File: config.mk
export PLATFORM = sky130hd
export DESIGN_NAME = dmx_exec
export DESIGN_NICKNAME = d
export VERILOG_FILES = /design/src/common/dmx_pkg.sv /design/src/dmx_exec.sv
export SDC_FILE = /design/constraint.sdc
export NUM_CORES = 1
export LEC_CHECK = 0
export ABC_AREA = 0
export BUFFER_PORTS_ARGS = -buffer_cell sky130_fd_sc_hd__buf_2
export CELL_PAD_IN_SITES_DETAIL_PLACEMENT = 1
export CELL_PAD_IN_SITES_GLOBAL_PLACEMENT = 1
export CORE_MARGIN = 2
export CORE_UTILIZATION = 45
export DETAILED_ROUTE_END_ITERATION = 8
export PLACE_DENSITY_LB_ADDON = 0.1
export SLEW_MARGIN = 25
export SYNTH_ARGS = -nofsm -noshare
export SYNTH_HDL_FRONTEND = slang
export SYNTH_SLANG_ARGS = --single-unit
File: constraint.sdc
create_clock -name clk_in -period 5.1 [get_ports clk_in]
set_clock_uncertainty 0.1 [all_clocks]
set_input_delay 0 -clock clk_in [delete_from_list [all_inputs] [get_ports clk_in]]
set_output_delay 0 -clock clk_in [all_outputs]
set_load 0.03 [all_outputs]
File: src/common/dmx_pkg.sv
// constants and types for the data-move execution block
package dmx_pkg;
	localparam int PTR_W   = 16;
	localparam int DATA_W  = 8;
	localparam int OFS_W   = 6;
	localparam int BANK_W  = 5;
	localparam int PAGE_W  = 7;
	localparam int FADDR_W = 7;

	localparam logic [PTR_W-1:0]  PTR_RESET  = 16'h0000;
	localparam logic [PTR_W-1:0]  PTR_ONE    = 16'h0001;
	localparam logic [DATA_W-1:0] ACC_RESET  = 8'h00;
	localparam logic [BANK_W-1:0] BANK_RESET = 5'h00;
	localparam logic [PAGE_W-1:0] PAGE_RESET = 7'h00;

	// instruction codes on the decode port
	typedef enum logic [2:0] {
		DMX_OP_NONE     = 3'b000,
		DMX_OP_LOAD_IND = 3'b001,
		DMX_OP_STORE_IND = 3'b010,
		DMX_OP_BANK_LIT = 3'b011,
		DMX_OP_PAGE_LIT = 3'b100,
		DMX_OP_ACC_LIT  = 3'b101,
		DMX_OP_ACC_FILE = 3'b110
	} dmx_op_t;

	typedef enum logic [1:0] {
		DMX_PM_PREINC  = 2'b00,
		DMX_PM_PREDEC  = 2'b01,
		DMX_PM_POSTINC = 2'b10,
		DMX_PM_POSTDEC = 2'b11
	} dmx_pmode_t;

	typedef enum logic [1:0] {
		DMX_ST_IDLE  = 2'b00,
		DMX_ST_WAIT  = 2'b01,
		DMX_ST_FETCH = 2'b10
	} dmx_state_t;

	typedef struct packed {
		dmx_state_t        state;
		logic [PTR_W-1:0]  ptr0;
		logic [PTR_W-1:0]  ptr1;
		logic [DATA_W-1:0] acc;
		logic              zero;
		logic              zero_we;
		logic [BANK_W-1:0] bank;
		logic [PAGE_W-1:0] page;
		logic [PTR_W-1:0]  mem_addr;
		logic [DATA_W-1:0] mem_wdata;
		logic              mem_rd;
		logic              mem_wr;
		logic [FADDR_W-1:0] file_addr;
		logic [DATA_W-1:0] file_wdata;
		logic              file_wr;
		logic              busy;
		logic              done;
	} dmx_regs_t;
endpackage : dmx_pkg

File: src/dmx_exec.sv
// data-move instruction execution: indirect, literal and file moves
`timescale 1ns/10ps
// Function
// [RULE_01] indirect load puts the addressed data in acc and sets zero.
// [RULE_02] mode 00 pre-inc, 01 pre-dec, 10 post-inc, 11 post-dec.
// [RULE_03] address is ptr+1, ptr-1, ptr+offset (-32..31), or ptr if post.
// [RULE_04] after the move the pointer steps +1 or -1, offset form keeps it.
// [RULE_05] the 16-bit pointer wraps modulo its range both ways.
// [RULE_06] the window has no storage; accesses use the pointer's address.
// [RULE_07] bank literal load puts a 5-bit literal in bank select, no flags.
// [RULE_08] page literal load puts 7 bits in the pc high latch, no flags.
// [RULE_09] literal load puts 8 bits in acc in one cycle, no flags.
// [RULE_10] acc-to-file writes acc to a 7-bit address, one cycle, no flags.
// [RULE_11] pointer steps by indirect moves never change a status flag.
// [RULE_12] indirect store writes acc with the load's modes and pointers.
// [RULE_13] a one-bit select picks which pointer and window is used.
module dmx_exec
	import dmx_pkg::*;
(
	input  wire logic               clk_in,        // core clock
	input  wire logic               reset_in,      // async reset, high
	input  wire logic               issue_in,      // instruction valid pulse
	input  wire logic [2:0]         op_in,         // instruction code
	input  wire logic [1:0]         pmode_in,      // pointer mode field
	input  wire logic               offset_sel_in, // use offset form
	input  wire logic [OFS_W-1:0]   offset_in,     // signed offset
	input  wire logic               ptr_sel_in,    // pointer select
	input  wire logic [DATA_W-1:0]  literal_in,    // literal operand
	input  wire logic [FADDR_W-1:0] faddr_in,      // file address
	input  wire logic [DATA_W-1:0]  mem_rdata_in,  // data one cycle after rd
	output logic [PTR_W-1:0]        mem_addr_out,  // data memory address
	output logic [DATA_W-1:0]       mem_wdata_out, // data memory write data
	output logic                    mem_rd_out,    // read strobe
	output logic                    mem_wr_out,    // write strobe
	output logic [FADDR_W-1:0]      file_addr_out, // file register address
	output logic [DATA_W-1:0]       file_wdata_out,// file register data
	output logic                    file_wr_out,   // file write strobe
	output logic [DATA_W-1:0]       acc_out,       // accumulator
	output logic                    zero_out,      // zero flag value
	output logic                    zero_we_out,   // zero flag update pulse
	output logic [BANK_W-1:0]       bank_out,      // bank select register
	output logic [PAGE_W-1:0]       page_out,      // pc high latch
	output logic [PTR_W-1:0]        ptr0_out,      // file pointer 0
	output logic [PTR_W-1:0]        ptr1_out,      // file pointer 1
	output logic                    busy_out,      // indirect load pending
	output logic                    done_out       // instruction finished
);
	dmx_regs_t r;
	dmx_regs_t next_r;

	function automatic logic [PTR_W-1:0] sext_ofs(
		input logic [OFS_W-1:0] o);
		sext_ofs = {{(PTR_W-OFS_W){o[OFS_W-1]}}, o};
	endfunction : sext_ofs

	logic [PTR_W-1:0] cur_ptr;
	logic [PTR_W-1:0] ptr_inc;
	logic [PTR_W-1:0] ptr_dec;
	logic [PTR_W-1:0] eff_addr;
	logic [PTR_W-1:0] new_ptr;
	logic             is_ind;

	always_comb begin
		cur_ptr = ptr_sel_in ? r.ptr1 : r.ptr0; // RULE_13
		// plain 16-bit adds wrap for free
		ptr_inc = cur_ptr + PTR_ONE; // RULE_05
		ptr_dec = cur_ptr - PTR_ONE; // RULE_05
		eff_addr = cur_ptr;
		new_ptr = cur_ptr;
		if (offset_sel_in) begin
			eff_addr = cur_ptr + sext_ofs(offset_in); // RULE_03
		end else begin
			case (dmx_pmode_t'(pmode_in)) // RULE_02
				DMX_PM_PREINC: begin
					eff_addr = ptr_inc; // RULE_03
					new_ptr = ptr_inc; // RULE_04
				end
				DMX_PM_PREDEC: begin
					eff_addr = ptr_dec; // RULE_03
					new_ptr = ptr_dec; // RULE_04
				end
				DMX_PM_POSTINC: new_ptr = ptr_inc; // RULE_04
				DMX_PM_POSTDEC: new_ptr = ptr_dec; // RULE_04
				default: new_ptr = cur_ptr;
			endcase
		end
	end

	assign is_ind = (op_in == DMX_OP_LOAD_IND) || (op_in == DMX_OP_STORE_IND);

	always_comb begin
		next_r = r;
		next_r.mem_rd = 1'b0;
		next_r.mem_wr = 1'b0;
		next_r.file_wr = 1'b0;
		next_r.zero_we = 1'b0;
		next_r.done = 1'b0;
		case (r.state)
			DMX_ST_IDLE: begin
				if (issue_in) begin
					if (is_ind) begin
						// window has no storage: go straight to memory
						next_r.mem_addr = eff_addr; // RULE_06
						// flags untouched by the pointer step
						if (ptr_sel_in) begin
							next_r.ptr1 = new_ptr; // RULE_11
						end else begin
							next_r.ptr0 = new_ptr; // RULE_11
						end
					end
					case (dmx_op_t'(op_in))
						DMX_OP_LOAD_IND: begin
							next_r.mem_rd = 1'b1; // RULE_01
							next_r.busy = 1'b1;
							next_r.state = DMX_ST_WAIT;
						end
						DMX_OP_STORE_IND: begin
							next_r.mem_wdata = r.acc; // RULE_12
							next_r.mem_wr = 1'b1; // RULE_12
							next_r.done = 1'b1;
						end
						DMX_OP_BANK_LIT: begin
							next_r.bank = literal_in[BANK_W-1:0]; // RULE_07
							next_r.done = 1'b1;
						end
						DMX_OP_PAGE_LIT: begin
							next_r.page = literal_in[PAGE_W-1:0]; // RULE_08
							next_r.done = 1'b1;
						end
						DMX_OP_ACC_LIT: begin
							next_r.acc = literal_in; // RULE_09
							next_r.done = 1'b1;
						end
						DMX_OP_ACC_FILE: begin
							next_r.file_addr = faddr_in; // RULE_10
							next_r.file_wdata = r.acc; // RULE_10
							next_r.file_wr = 1'b1; // RULE_10
							next_r.done = 1'b1;
						end
						default: next_r.done = 1'b0;
					endcase
				end
			end
			// memory answers the cycle after the read strobe
			DMX_ST_WAIT: next_r.state = DMX_ST_FETCH;
			DMX_ST_FETCH: begin
				next_r.acc = mem_rdata_in; // RULE_01
				next_r.zero = (mem_rdata_in == ACC_RESET); // RULE_01
				next_r.zero_we = 1'b1; // RULE_01
				next_r.busy = 1'b0;
				next_r.done = 1'b1;
				next_r.state = DMX_ST_IDLE;
			end
			default: next_r.state = DMX_ST_IDLE;
		endcase
	end

	always_ff @(posedge clk_in or posedge reset_in) begin
		if (reset_in) begin
			r <= '0;
			r.state <= DMX_ST_IDLE;
			r.ptr0 <= PTR_RESET;
			r.ptr1 <= PTR_RESET;
			r.acc <= ACC_RESET;
			r.bank <= BANK_RESET;
			r.page <= PAGE_RESET;
		end else begin
			r <= next_r;
		end
	end

	assign mem_addr_out = r.mem_addr;
	assign mem_wdata_out = r.mem_wdata;
	assign mem_rd_out = r.mem_rd;
	assign mem_wr_out = r.mem_wr;
	assign file_addr_out = r.file_addr;
	assign file_wdata_out = r.file_wdata;
	assign file_wr_out = r.file_wr;
	assign acc_out = r.acc;
	assign zero_out = r.zero;
	assign zero_we_out = r.zero_we;
	assign bank_out = r.bank;
	assign page_out = r.page;
	assign ptr0_out = r.ptr0;
	assign ptr1_out = r.ptr1;
	assign busy_out = r.busy;
	assign done_out = r.done;

	// taken issue; an issue while busy is dropped
	logic             take;
	logic             take_ind;
	logic [PTR_W-1:0] ptr_view [2];

	assign take = issue_in && !r.busy;
	assign take_ind = take && is_ind;
	// one view per pointer so one loop checks both
	assign ptr_view[0] = r.ptr0;
	assign ptr_view[1] = r.ptr1;

	// same checks for both pointers; the unselected one must not move
	for (genvar g = 0; g < 2; g++) begin : g_ptr

	end : g_ptr
endmodule : dmx_exec

### Yosys cells after proc, flatten, opt, wreduce, memory -nomap -nowiden

Index checks and enable logic that the tools add are counted.

* bitwise operators: 1
* eq/ne operators: 14
* add/sub/neg operators: 3
* reduce and logical (&&, ||, !) cells: 18
* muxes and demuxes: 22

Operator list (number)
* 16-bit 2-to-1 mux: 6
* 16-bit one-hot mux with 2 select lines: 2
* 42-bit 2-to-1 mux: 1
* 32-bit 2-to-1 mux: 1
* 3-bit AND reduction: 7
* 20-bit 2-to-1 mux: 1
* 18-bit 2-to-1 mux: 1
* 16-bit by 1-bit adder with 16-bit output (second input constant): 1
* 16-bit adder: 1
* 8-bit one-hot mux with 2 select lines: 1
* 16-bit by 1-bit subtractor with 16-bit output (second input constant): 1
* 3-bit equality test (second input constant): 3
* 8-bit zero test: 1
* 8-bit 2-to-1 mux: 1
* 2-bit one-hot mux with 2 select lines: 2
* 4-bit AND reduction: 2
* 2-bit equality test (second input constant): 3
* 3-bit by 2-bit equality test with 1-bit output (second input constant): 2
* 1-bit 2-to-1 mux: 5
* 5-bit OR reduction: 1
* 2-bit by 1-bit equality test with 1-bit output (second input constant): 2
* 2-bit zero test: 2
* 2-bit inequality test (second input constant): 2
* 2-bit OR reduction: 2
* 7 further kinds: 7

* input bits: 39
* word-level logic and storage cells: 75
* output and inout bits: 98
* flip-flop bits (word level): 100

### Longest topological paths before layout

Gate-level depths: netlist (run 1).

* word-level depth: 8
* mapped depth: 15
* depth with buffers taken out: 12

### Worst setup path before layout (run 1)

No wires, ideal clock.

* path kind: flip-flop to flip-flop
* start: reg r, in the netlist ptr1_out[11]
* end: reg r, in the netlist mem_addr_out[15]
* library setup time: 0.142 ns
* stages on the path, launching flop included: 11
* data required time: 4.858 ns
* path buffers: 0
* arrival time: 2.658 ns
* period minus slack after synthesis: 2.899 ns
* path slack: 2.201 ns
* cells stage by stage: dfrtp_1 -> mux2i_1 -> clkinv_1 -> ha_1 -> a21o_1 -> a21o_1 -> a21oi_1 -> mux2_2 -> o41ai_1 -> a21o_1 -> a31oi_1

* word-level cells in the longest chain between the ends: 4
* elaborated cells between the ends (all ways): 6
* classes of those cells: add/sub: 3; mux: 3

RTL lines
* start, declared: RTL line dmx_exec.sv:48 `dmx_regs_t r;`
* start signal, assigned: RTL line dmx_exec.sv:168 `r <= next_r;`
* 16-bit 2-to-1 mux *: RTL line dmx_exec.sv:64 `cur_ptr = ptr_sel_in ? r.ptr1 : r.ptr0;`
* 16-bit by 1-bit subtractor with 16-bit output or 16-bit by 1-bit adder with 16-bit output (tied branches): RTL line dmx_exec.sv:67, dmx_exec.sv:66
* 16-bit one-hot mux with 2 select lines: RTL line dmx_exec.sv:73 `case (dmx_pmode_t'(pmode_in))`
* 16-bit 2-to-1 mux *: RTL line dmx_exec.sv:70 `if (offset_sel_in) begin`

Mark *: on every way between the ends. The rest lies on a longest branch, timed or not.
A chain may end at the register's enable or synchronous reset.

### Worst setup path in the final report (run 1)

* start: reg r, in the netlist ptr0_out[6]
* end: reg r, in the netlist mem_addr_out[12]

The elaborated chain is that of the path after synthesis.

==> flow_summary.yaml, run 1 <==
status:
  status: "finished, final reports clean"
route:
  wl_mm: 17.7
  drc: 0
  wire_per_inst_um: 19.1
  first_pass_iters: 4
  vias: 5151
  viasPerCell: 5.56
  drtAntennaViolNets: 0
  drt_iter0_markers: 247
setup_path:
  startpoint_type: "flop"
  crit_path_end_kind: "flop"
  rrSetupSlack_ns: 1.60
  critPathKind: "flop to flop"
  crit_fanout: 7
  critPathArrivalTime_ns: 3.64
  cp.required_ns: 5.24
yosys:
  synth-seq-cells: 100
  syn_nets: 733
  synthAdderAreaFrac_pct: 3.66
  synth-edff-count: 0
  async_reset_ff_share_pct: 100
  synth-simple-area-share_pct: 15.5
  synth_mux_area_share_pct: 9.78
  synth_cells: 676
  synth_top_family_by_area: "simple AND/OR/NAND/NOR gates"
  ys_seq_area_share_pct: 39.4
  syn_avg_cell_area_um2: 9.40
  mappedNetlistArea_mm2: 0.00636
  synth_warnings: 0
  synth_cell_types: 60
  synthXorXnorAreaFrac_pct: 4.96
  synth_compound_area_share_pct: 12.3
  synth_top_flop_cell: "dfrtp_1"
clock_network:
  cts_tree: "yes"
  cts.sinks: 100
  cts_root_buf: "clkbuf_16"
  post_cts_buffers: 0
  clk_pin_slew_ns: 0.07
  clk_latency_ns: 0.35
  htreeDepth: 3
  clock_path_buffers: 2
  cts_made_buffers: 9
finish:
  post-route-util_pct: 51.5
  layout-drive-gt1-share_pct: 27.0
  regArea_mm2: 0.00250
  post_layout_nonfiller_instances: 927
  n_fill_cell: 1622
  area_delta_synth_final_pct: 12.0
  multi_input_area_mm2: 0.00295
  final_net_count: 800
  diodes: 0
global_routing:
  antenna_found_initial: 0
  grtUsageTotal_pct: 24.0
  grt_pass1_wl_mm: 27.7
  grt_overflow: 0
  grt_pass1_vias: 5411
  grt_max_degree: 75
pwr:
  ir_worst_vdd_uv: 228
  p_per_area_mw_per_mm2: 558
  leakage_nw: 3.39
flow_run:
  drv_cap: 0
floorplan:
  die_area_mm2: 0.0151
  std_cell_rows: 43
  design.core.area_mm2: 0.0138
  fp.dieW_um: 123
  die_y_um: 123
  start_util_pct: 46.0
  ios: 137
min_path:
  hp-class: "input port to flop"
sta:
  period_needed_ns: 3.50
  tns_ns: 0
  fin_crit_sh_pct: 68.6
  drv_slew: 0
  fmax_ghz: 0.286
  worst_slew_pin_slew_ns: 0.974
  setup_viol: 0
  hold_viol: 0
  grt_setup_unrepaired: "false"
  relSlewSlack_pct: 34.8
placement:
  dp_cells: 877
  portBuffers: 136
  finalWeightedCongestion: 0.857
  hpwl_mm: 12.6
registers in the layout, indices dropped and copies added, names as in the netlist:
| name | flops |
|---|---|
| mem_wr_out | 1 |
| file_wdata_out | 8 |
| done_out | 1 |
| mem_addr_out | 16 |
| r | 2 |
| page_out | 7 |
| file_wr_out | 1 |
| zero_we_out | 1 |
| ptr0_out | 16 |
| mem_rd_out | 1 |
| bank_out | 5 |
| ptr1_out | 16 |
| mem_wdata_out | 8 |
| busy_out | 1 |
| acc_out | 8 |
| zero_out | 1 |
| file_addr_out | 7 |
through the flow:
step / total power, mW / hold slack, ns / setup WS [ns] / instance area [um2]
finish: 3.97 / 0.0163 / 1.60 / 7120
global placement: 3.22 / -0.0963 / 1.58 / 6470
global route: 4.23 / 0.0380 / 1.25 / 7120
detailed placement: 3.28 / -0.0917 / 1.28 / 6480
floorplan: 3.02 / 0.0477 / 2.20 / 6360
CTS: 3.99 / 0.0153 / 1.58 / 7120
cells in the final DEF (no fill, tap or decap), types with 22 or more instances in the layout:
cell type      count
a21oi_1           31
buf_2            136
dfrtp_1          100
mux2_2            41
o21ai_0           43
nand2_1           53
nor2_1            50
xnor2_1           26
inv_1             22
dlygate4sd3_1     35
synth_stat cells, drive strengths merged (2+ instances only):
cell type  number  area share [%]
a211oi          5            0.59
a21boi          3            0.35
a21o            5            0.59
a21oi          31             2.4
a221oi          2            0.28
a31oi          16             1.6
a32oi           3            0.41
and3            3            0.30
and4            4            0.55
buf            97              12
clkbuf         21             1.2
clkinv          3            0.18
dfrtp         100              39
ha             17             3.3
inv            23             1.4
mux2           41             7.3
mux2i          16             2.5
nand2          53             3.1
nand2b          5            0.49
nand3          17             1.3
nand3b          4            0.67
nand4           8            0.79
nand4b          3            0.65
nor2           50             3.0
nor2b           5            0.49
nor3           14             1.1
nor3b           4            0.47
nor4            5            0.49
o21a            2            0.24
o21ai          43             3.4
o21bai          2            0.24
o22ai           2            0.20
o31a            3            0.41
o41ai           3            0.41
or3            10            0.98
xnor2          26             3.6
xor2           10             1.4
worst max-delay path, cell delays in order, from the launching register on:
cell and delay (ns):
dfrtp_1 0.44, mux2i_1 0.42, inv_1 0.24, ha_1 0.43
o21ai_0 0.11, nor2_1 0.07, o41ai_1 0.56, a21boi_0 0.24
o41ai_1 0.37, xor2_1 0.11, o311ai_0 0.30
cell type report:
cell class                      instances  share of cell area [%]
Tap cell                              180                    3.16
Clock buffer                           11                    3.55
Multi-Input combinational cell        432                    41.5
Inverter                               26                    1.41
Sequential cell                       100                    35.2
Clock inverter                          4                   0.457
Timing Repair Buffer                  174                    14.8
timing repair:
| action | 4_1_cts | 5_1_grt |
|---|---|---|
| hold buffers | 35 | 0 |
| hold endpoints to repair | 57 | 0 |
| resized for setup | 0 | 0 |
| setup endpoints to repair | 0 | 0 |
kinds of logic (layout without fill, tap and decap cells):
group,after synthesis,in the layout
multiplexers,57,57
AO/OA/AOI/OAI,128,128
buffers and inverters,144,215
flip-flops,100,100
AND/OR/NAND/NOR,193,193
XOR/XNOR,36,36
adder cells (fa/ha/maj),18,18
per-layer routing:
layer / track usage [%] / share of wire, %
met5: 0 / 0
met3: 3.39 / 4.3
met1: 25.8 / 39
met4: 11.7 / 3.0
met2: 45.6 / 54
report_power, final:
part           switching (mW)  total (mW)  internal (mW)
Clock                   0.309       0.667          0.358
Sequential              0.229        1.28           1.05
Combinational            1.33        2.02          0.691
Total                    1.87        3.97           2.10
path summary, 6_finish.rpt:
check,endpoint,depth (start not counted),startpoint
setup / recovery,mem_addr_out[12],10,ptr0_out[6]
hold / removal,mem_addr_out[0],4,offset_in[0]
setup reg to reg,mem_addr_out[12],10,ptr0_out[6]
hold reg to reg,busy_out,1,busy_out
max in group asynchronous,ptr0_out[6],4,reset_in
min in group asynchronous,mem_addr_out[6],3,reset_in
Note: power is estimated with default switching activity, not from simulation.
==> run 2: changes to the inputs <==
--- a/config.mk
+++ b/config.mk
@@ -10,7 +10,7 @@
 export CELL_PAD_IN_SITES_DETAIL_PLACEMENT = 1
 export CELL_PAD_IN_SITES_GLOBAL_PLACEMENT = 1
 export CORE_MARGIN = 2
-export CORE_UTILIZATION = 45
+export CORE_UTILIZATION = 42
 export DETAILED_ROUTE_END_ITERATION = 8
 export PLACE_DENSITY_LB_ADDON = 0.1
 export SLEW_MARGIN = 25
==> constraint.sdc (replaced) <==
create_clock -name clk_in -period 3.5 [get_ports clk_in]
set_clock_uncertainty 0.1 [all_clocks]
set_input_delay 0 -clock clk_in [delete_from_list [all_inputs] [get_ports clk_in]]
set_output_delay 0 -clock clk_in [all_outputs]
set_load 0.03 [all_outputs]
==> run 2 against run 1 <==
Sequential cell count did not move. Combinational power rose by 53%. Sequential power rose by 45%. Largest cell class unchanged. Highest routed layer unchanged.
==> flow_summary.yaml, run 2 (synthesized netlist as in run 1, its figures left out) <==
finish:
  final_common_cell: "buf_2"
  diodes: 0
  layout-drive-gt1-share_pct: 29.3
  final_cell_mix: "buf_2, dfrtp_1, nand2_1, nor2_1, o21ai_0"
  fin_area_mm2: 0.00734
  n_fill_cell: 1688
  post-route-util_pct: 50.1
  final_net_count: 820
  area_delta_synth_final_pct: 15.4
setup_path:
  r2r-start: "ptr1_out[11]"
  cp.required_ns: 3.62
  critPathKind: "flop to flop"
  r2r-end: "mem_addr_out[15]"
  rrSetupSlack_ns: 0.31
  crit_fanout: 5
  critPathArrivalTime_ns: 3.31
  ff2ff_path_depth: 10
  crit_path_end_kind: "flop"
  startpoint_type: "flop"
global_routing:
  grt_pass1_wl_mm: 29.0
  grt_overflow: 0
  antenna_found_initial: 0
  grt_pass1_vias: 5495
  grt_max_degree: 79
  grtUsageTotal_pct: 22.7
pwr:
  ir_worst_vdd_uv: 406
  p_total_mw: 6.08
  leakage_nw: 3.53
  p_per_area_mw_per_mm2: 828
placement:
  placed_cell_area_mm2: 0.00664
  portBuffers: 136
  hpwl_mm: 13.4
  finalWeightedCongestion: 0.872
clock_network:
  cts.sinks: 100
  clk_pin_slew_ns: 0.07
  clk_latency_ns: 0.35
  clock_path_buffers: 2
  post_cts_buffers: 0
  cts_made_buffers: 9
  cts_tree: "yes"
  htreeDepth: 3
  cts_root_buf: "clkbuf_16"
route:
  drt_iter0_markers: 195
  first_pass_iters: 5
  wire_per_inst_um: 19.2
  drtAntennaViolNets: 0
  wl_mm: 18.3
  drc: 0
  vias: 5181
  viasPerCell: 5.44
flow_run:
  drv_cap: 0
sta:
  fmax_ghz: 0.313
  fin_crit_sh_pct: 91.2
  relSlewSlack_pct: 43.9
  whs_ns: 0.00767
  period_needed_ns: 3.19
  setup_viol: 0
  tns_ns: 0
  grt_setup_unrepaired: "false"
  hold_viol: 0
  drv_slew: 0
  worst_slew_pin_slew_ns: 0.839
floorplan:
  std_cell_rows: 44
  design.core.area_mm2: 0.0146
  start_util_pct: 43.4
  fp.dieW_um: 127
  die_area_mm2: 0.0161
  ios: 137
  die_y_um: 127
status:
  status: "finished, final reports clean"
min_path:
  worstHoldStart: "issue_in"
  holdPathStages: 3
  min_to: "r[98]"
  hp-class: "input port to flop"
run 2: worst max path at each step:
stage,start,to,slack [ns],cells past startpoint
finish,ptr1_out[11],mem_addr_out[15],0.31,10
global route,ptr1_out[4],mem_addr_out[12],0.02,10
CTS,ptr1_out[0],mem_addr_out[12],0.21,12
detailed placement,ptr_sel_in,mem_addr_out[12],0.16,13
global placement,ptr_sel_in,mem_addr_out[12],0.30,11
floorplan,ptr1_out[11],mem_addr_out[15],0.60,10
run 2: stage by stage:
step / setup slack (ns) / cells
after global routing: 0.0215 / 952
after detailed placement: 0.163 / 901
final: 0.309 / 952
after floorplan: 0.601 / 676
after CTS: 0.209 / 952
after global placement: 0.303 / 901
run 2: critical path: stages (launching register included):
cell and delay [ns]:
dfrtp_1 0.41, mux2i_1 0.27, clkinv_1 0.14, ha_1 0.37
a21o_1 0.18, a21o_1 0.16, a21oi_1 0.31, mux2_2 0.39
o41ai_1 0.46, a21o_1 0.18, a31oi_1 0.08
run 2: power by group:
part | switching (mW) | total [mW] | leakage (nW) | internal (mW)
logic | 2.00 | 3.09 | 2.12 | 1.09
clock network | 0.459 | 1.13 | 0.166 | 0.669
registers | 0.321 | 1.86 | 1.24 | 1.54
run 2: what timing repair did:
item	CTS	global route
resized for setup	0	1
setup endpoints to repair	0	2
endpoints found under the hold margin	107	0
hold buffers	35	0
run 2: area by class of cell:
cell class	count	area [um2]	area share, %
Multi-Input combinational cell	432	2960	40.4
Sequential cell	100	2500	34.1
Timing Repair Buffer	194	1200	16.4
Clock buffer	11	253	3.45
Tap cell	184	230	3.14
Inverter	26	103	1.40
Clock inverter	5	82.6	1.13
run 2: per-layer routing:
metal	routed length, um	global-route usage (%)	vias to the layer above	part of all wire, %
met4	423	8.34	0	2.3
met1	7670	27.1	2577	42
met3	555	2.55	25	3.0
li1	-	-	2454	-
met2	9610	42.1	125	53
met5	0	0	-	0
==> run 3: changes to the inputs <==
--- a/config.mk
+++ b/config.mk
@@ -13,7 +13,8 @@
 export CORE_UTILIZATION = 42
 export DETAILED_ROUTE_END_ITERATION = 8
 export PLACE_DENSITY_LB_ADDON = 0.1
-export SLEW_MARGIN = 25
+export REMOVE_ABC_BUFFERS = 1
+export SLEW_MARGIN = 20
 export SYNTH_ARGS = -nofsm -noshare
 export SYNTH_HDL_FRONTEND = slang
 export SYNTH_SLANG_ARGS = --single-unit
==> run 3 against run 2 <==
Sequential power about the same. Clock-buffer cell count down 2. Sequential share of layout area up 0.38 points. Non-clock buffer count down 2. Combinational power down 3%. Maximum frequency up 0.96%. Register-to-register slack better by 0.03 ns. Routed wire length down 2.1%. Critical endpoint unchanged. Largest power group unchanged. Highest routed layer unchanged.
==> flow_summary.yaml, run 3 (synthesized netlist as in run 1, its figures left out) <==
setup_path:
  r2r-start: "ptr1_out[11]"
  r2r-end: "mem_addr_out[15]"
  critPathMaxStageDelay_ns: 0.43
  ff2ff_path_depth: 10
  cp_common_cell: "a21o_1"
  crit_chain: "mux2i_1 > clkinv_1 > ha_1 > a21o_1 > a21o_1 > a21oi_1 > mux2_2 > o41ai_1 > nand3_1 > a31oi_1"
  critPathCapture: "mem_addr_out[15]"
  crit_fanout: 5
  critPathKind: "flop to flop"
  rrSetupSlack_ns: 0.34
  crit_start: "ptr1_out[11]"
  crit_path_top_delay_cell: "o41ai_1"
  critPathArrivalTime_ns: 3.34
  crit_path_end_kind: "flop"
  startpoint_type: "flop"
  cp.required_ns: 3.68
clock_network:
  clock_path_buffers: 2
  cts.sinks: 100
  cts_tree: "yes"
  clk_pin_slew_ns: 0.07
  clk_latency_ns: 0.36
  cts_made_buffers: 9
  cts_root_buf: "clkbuf_16"
  htreeDepth: 3
  post_cts_buffers: 0
finish:
  diodes: 0
  post-route-util_pct: 49.5
  area_delta_synth_final_pct: 14.2
  final_common_cell: "buf_2"
  layout-drive-gt1-share_pct: 29.0
  post_layout_nonfiller_instances: 950
  fin_area_mm2: 0.00726
  final_net_count: 818
  final_cell_mix: "buf_2, dfrtp_1, nand2_1, nor2_1, o21ai_0"
flow_run:
  drv_cap: 0
route:
  drt_iter0_markers: 186
  vias: 5117
  viasPerCell: 5.39
  drc: 0
  drtAntennaViolNets: 0
  wl_mm: 17.9
  wire_per_inst_um: 18.8
  first_pass_iters: 4
pwr:
  ir_worst_vdd_uv: 310
  leakage_nw: 3.48
  p_total_mw: 5.88
  p_per_area_mw_per_mm2: 810
sta:
  worst_slew_pin_slew_ns: 1.02
  relSlewSlack_pct: 31.8
  fin_crit_sh_pct: 90.3
  drv_slew: 0
  period_needed_ns: 3.16
  fin_ws_ns: 0.339
  tns_ns: 0
  grt_setup_unrepaired: "false"
  setup_viol: 0
  whs_ns: 0.107
  fmax_ghz: 0.316
  hold_viol: 0
status:
  status: "finished, final reports clean"
placement:
  finalWeightedCongestion: 0.828
  hpwl_mm: 12.8
  placed_cell_area_mm2: 0.00663
  dp_slack_ns: 0.154
  portBuffers: 136
  dp_cells: 900
global_routing:
  grt_max_degree: 63
  grt_pass1_wl_mm: 28.4
  grt_pass1_vias: 5267
  grt_overflow: 0
  antenna_found_initial: 0
  grtUsageTotal_pct: 22.2
min_path:
  hp-class: "input port to flop"
floorplan:
  die_area_mm2: 0.0161
  die_y_um: 127
  fp.dieW_um: 127
  design.core.area_mm2: 0.0146
  start_util_pct: 43.4
  std_cell_rows: 44
  ios: 137
## run 3: how the worst min path moves through the flow
stage	start	slack, ns	to	cells past startpoint
3_3_place_gp	reset_in	0.10	file_addr_out[6]	2
6_report	offset_in[1]	0.11	mem_addr_out[1]	6
5_1_grt	offset_in[1]	0.18	mem_addr_out[1]	6
4_1_cts	offset_in[1]	0.11	mem_addr_out[1]	6
3_5_place_dp	reset_in	0.12	file_addr_out[2]	2
2_1_floorplan	op_in[1]	-0.03	mem_rd_out	1
## run 3: per-layer routing
layer / GRT usage (%) / share of wire [%] / up-vias
met5: 0 / 0 / -
met1: 29.3 / 46 / 2526
li1: - / - / 2448
met2: 38.4 / 49 / 128
met3: 2.72 / 4.1 / 15
met4: 6.59 / 1.5 / 0
## run 3: area by class of cell
class                   instances  area [um2]
clock buffers                   9         225
well taps                     184         230
inverters                      26         100
fillers                      1727        7390
multi-input cells             432        2950
repair buffers                192        1190
clock inverters                 7        60.1
flip-flops and latches        100        2500
## run 3: where the power goes
group | switching [mW] | internal [mW] | leakage (nW)
sequential | 0.336 | 1.54 | 1.24
clock | 0.502 | 0.496 | 0.136
combinational | 1.94 | 1.07 | 2.10
## run 3: critical path, delay by kind of cell (launching register included)
kind	cells	cell delay, ns
AO/OA/AOI/OAI	5	1.22
adder cells (fa/ha/maj)	1	0.37
buffers and inverters	1	0.16
flip-flops	1	0.42
multiplexers	2	0.71
AND/OR/NAND/NOR	1	0.13
## run 3: repair_timing
item	4_1_cts	5_1_grt
hold buffers	34	0
endpoints found under the hold margin	92	0
setup endpoints to repair	0	0
gates resized for setup	0	0
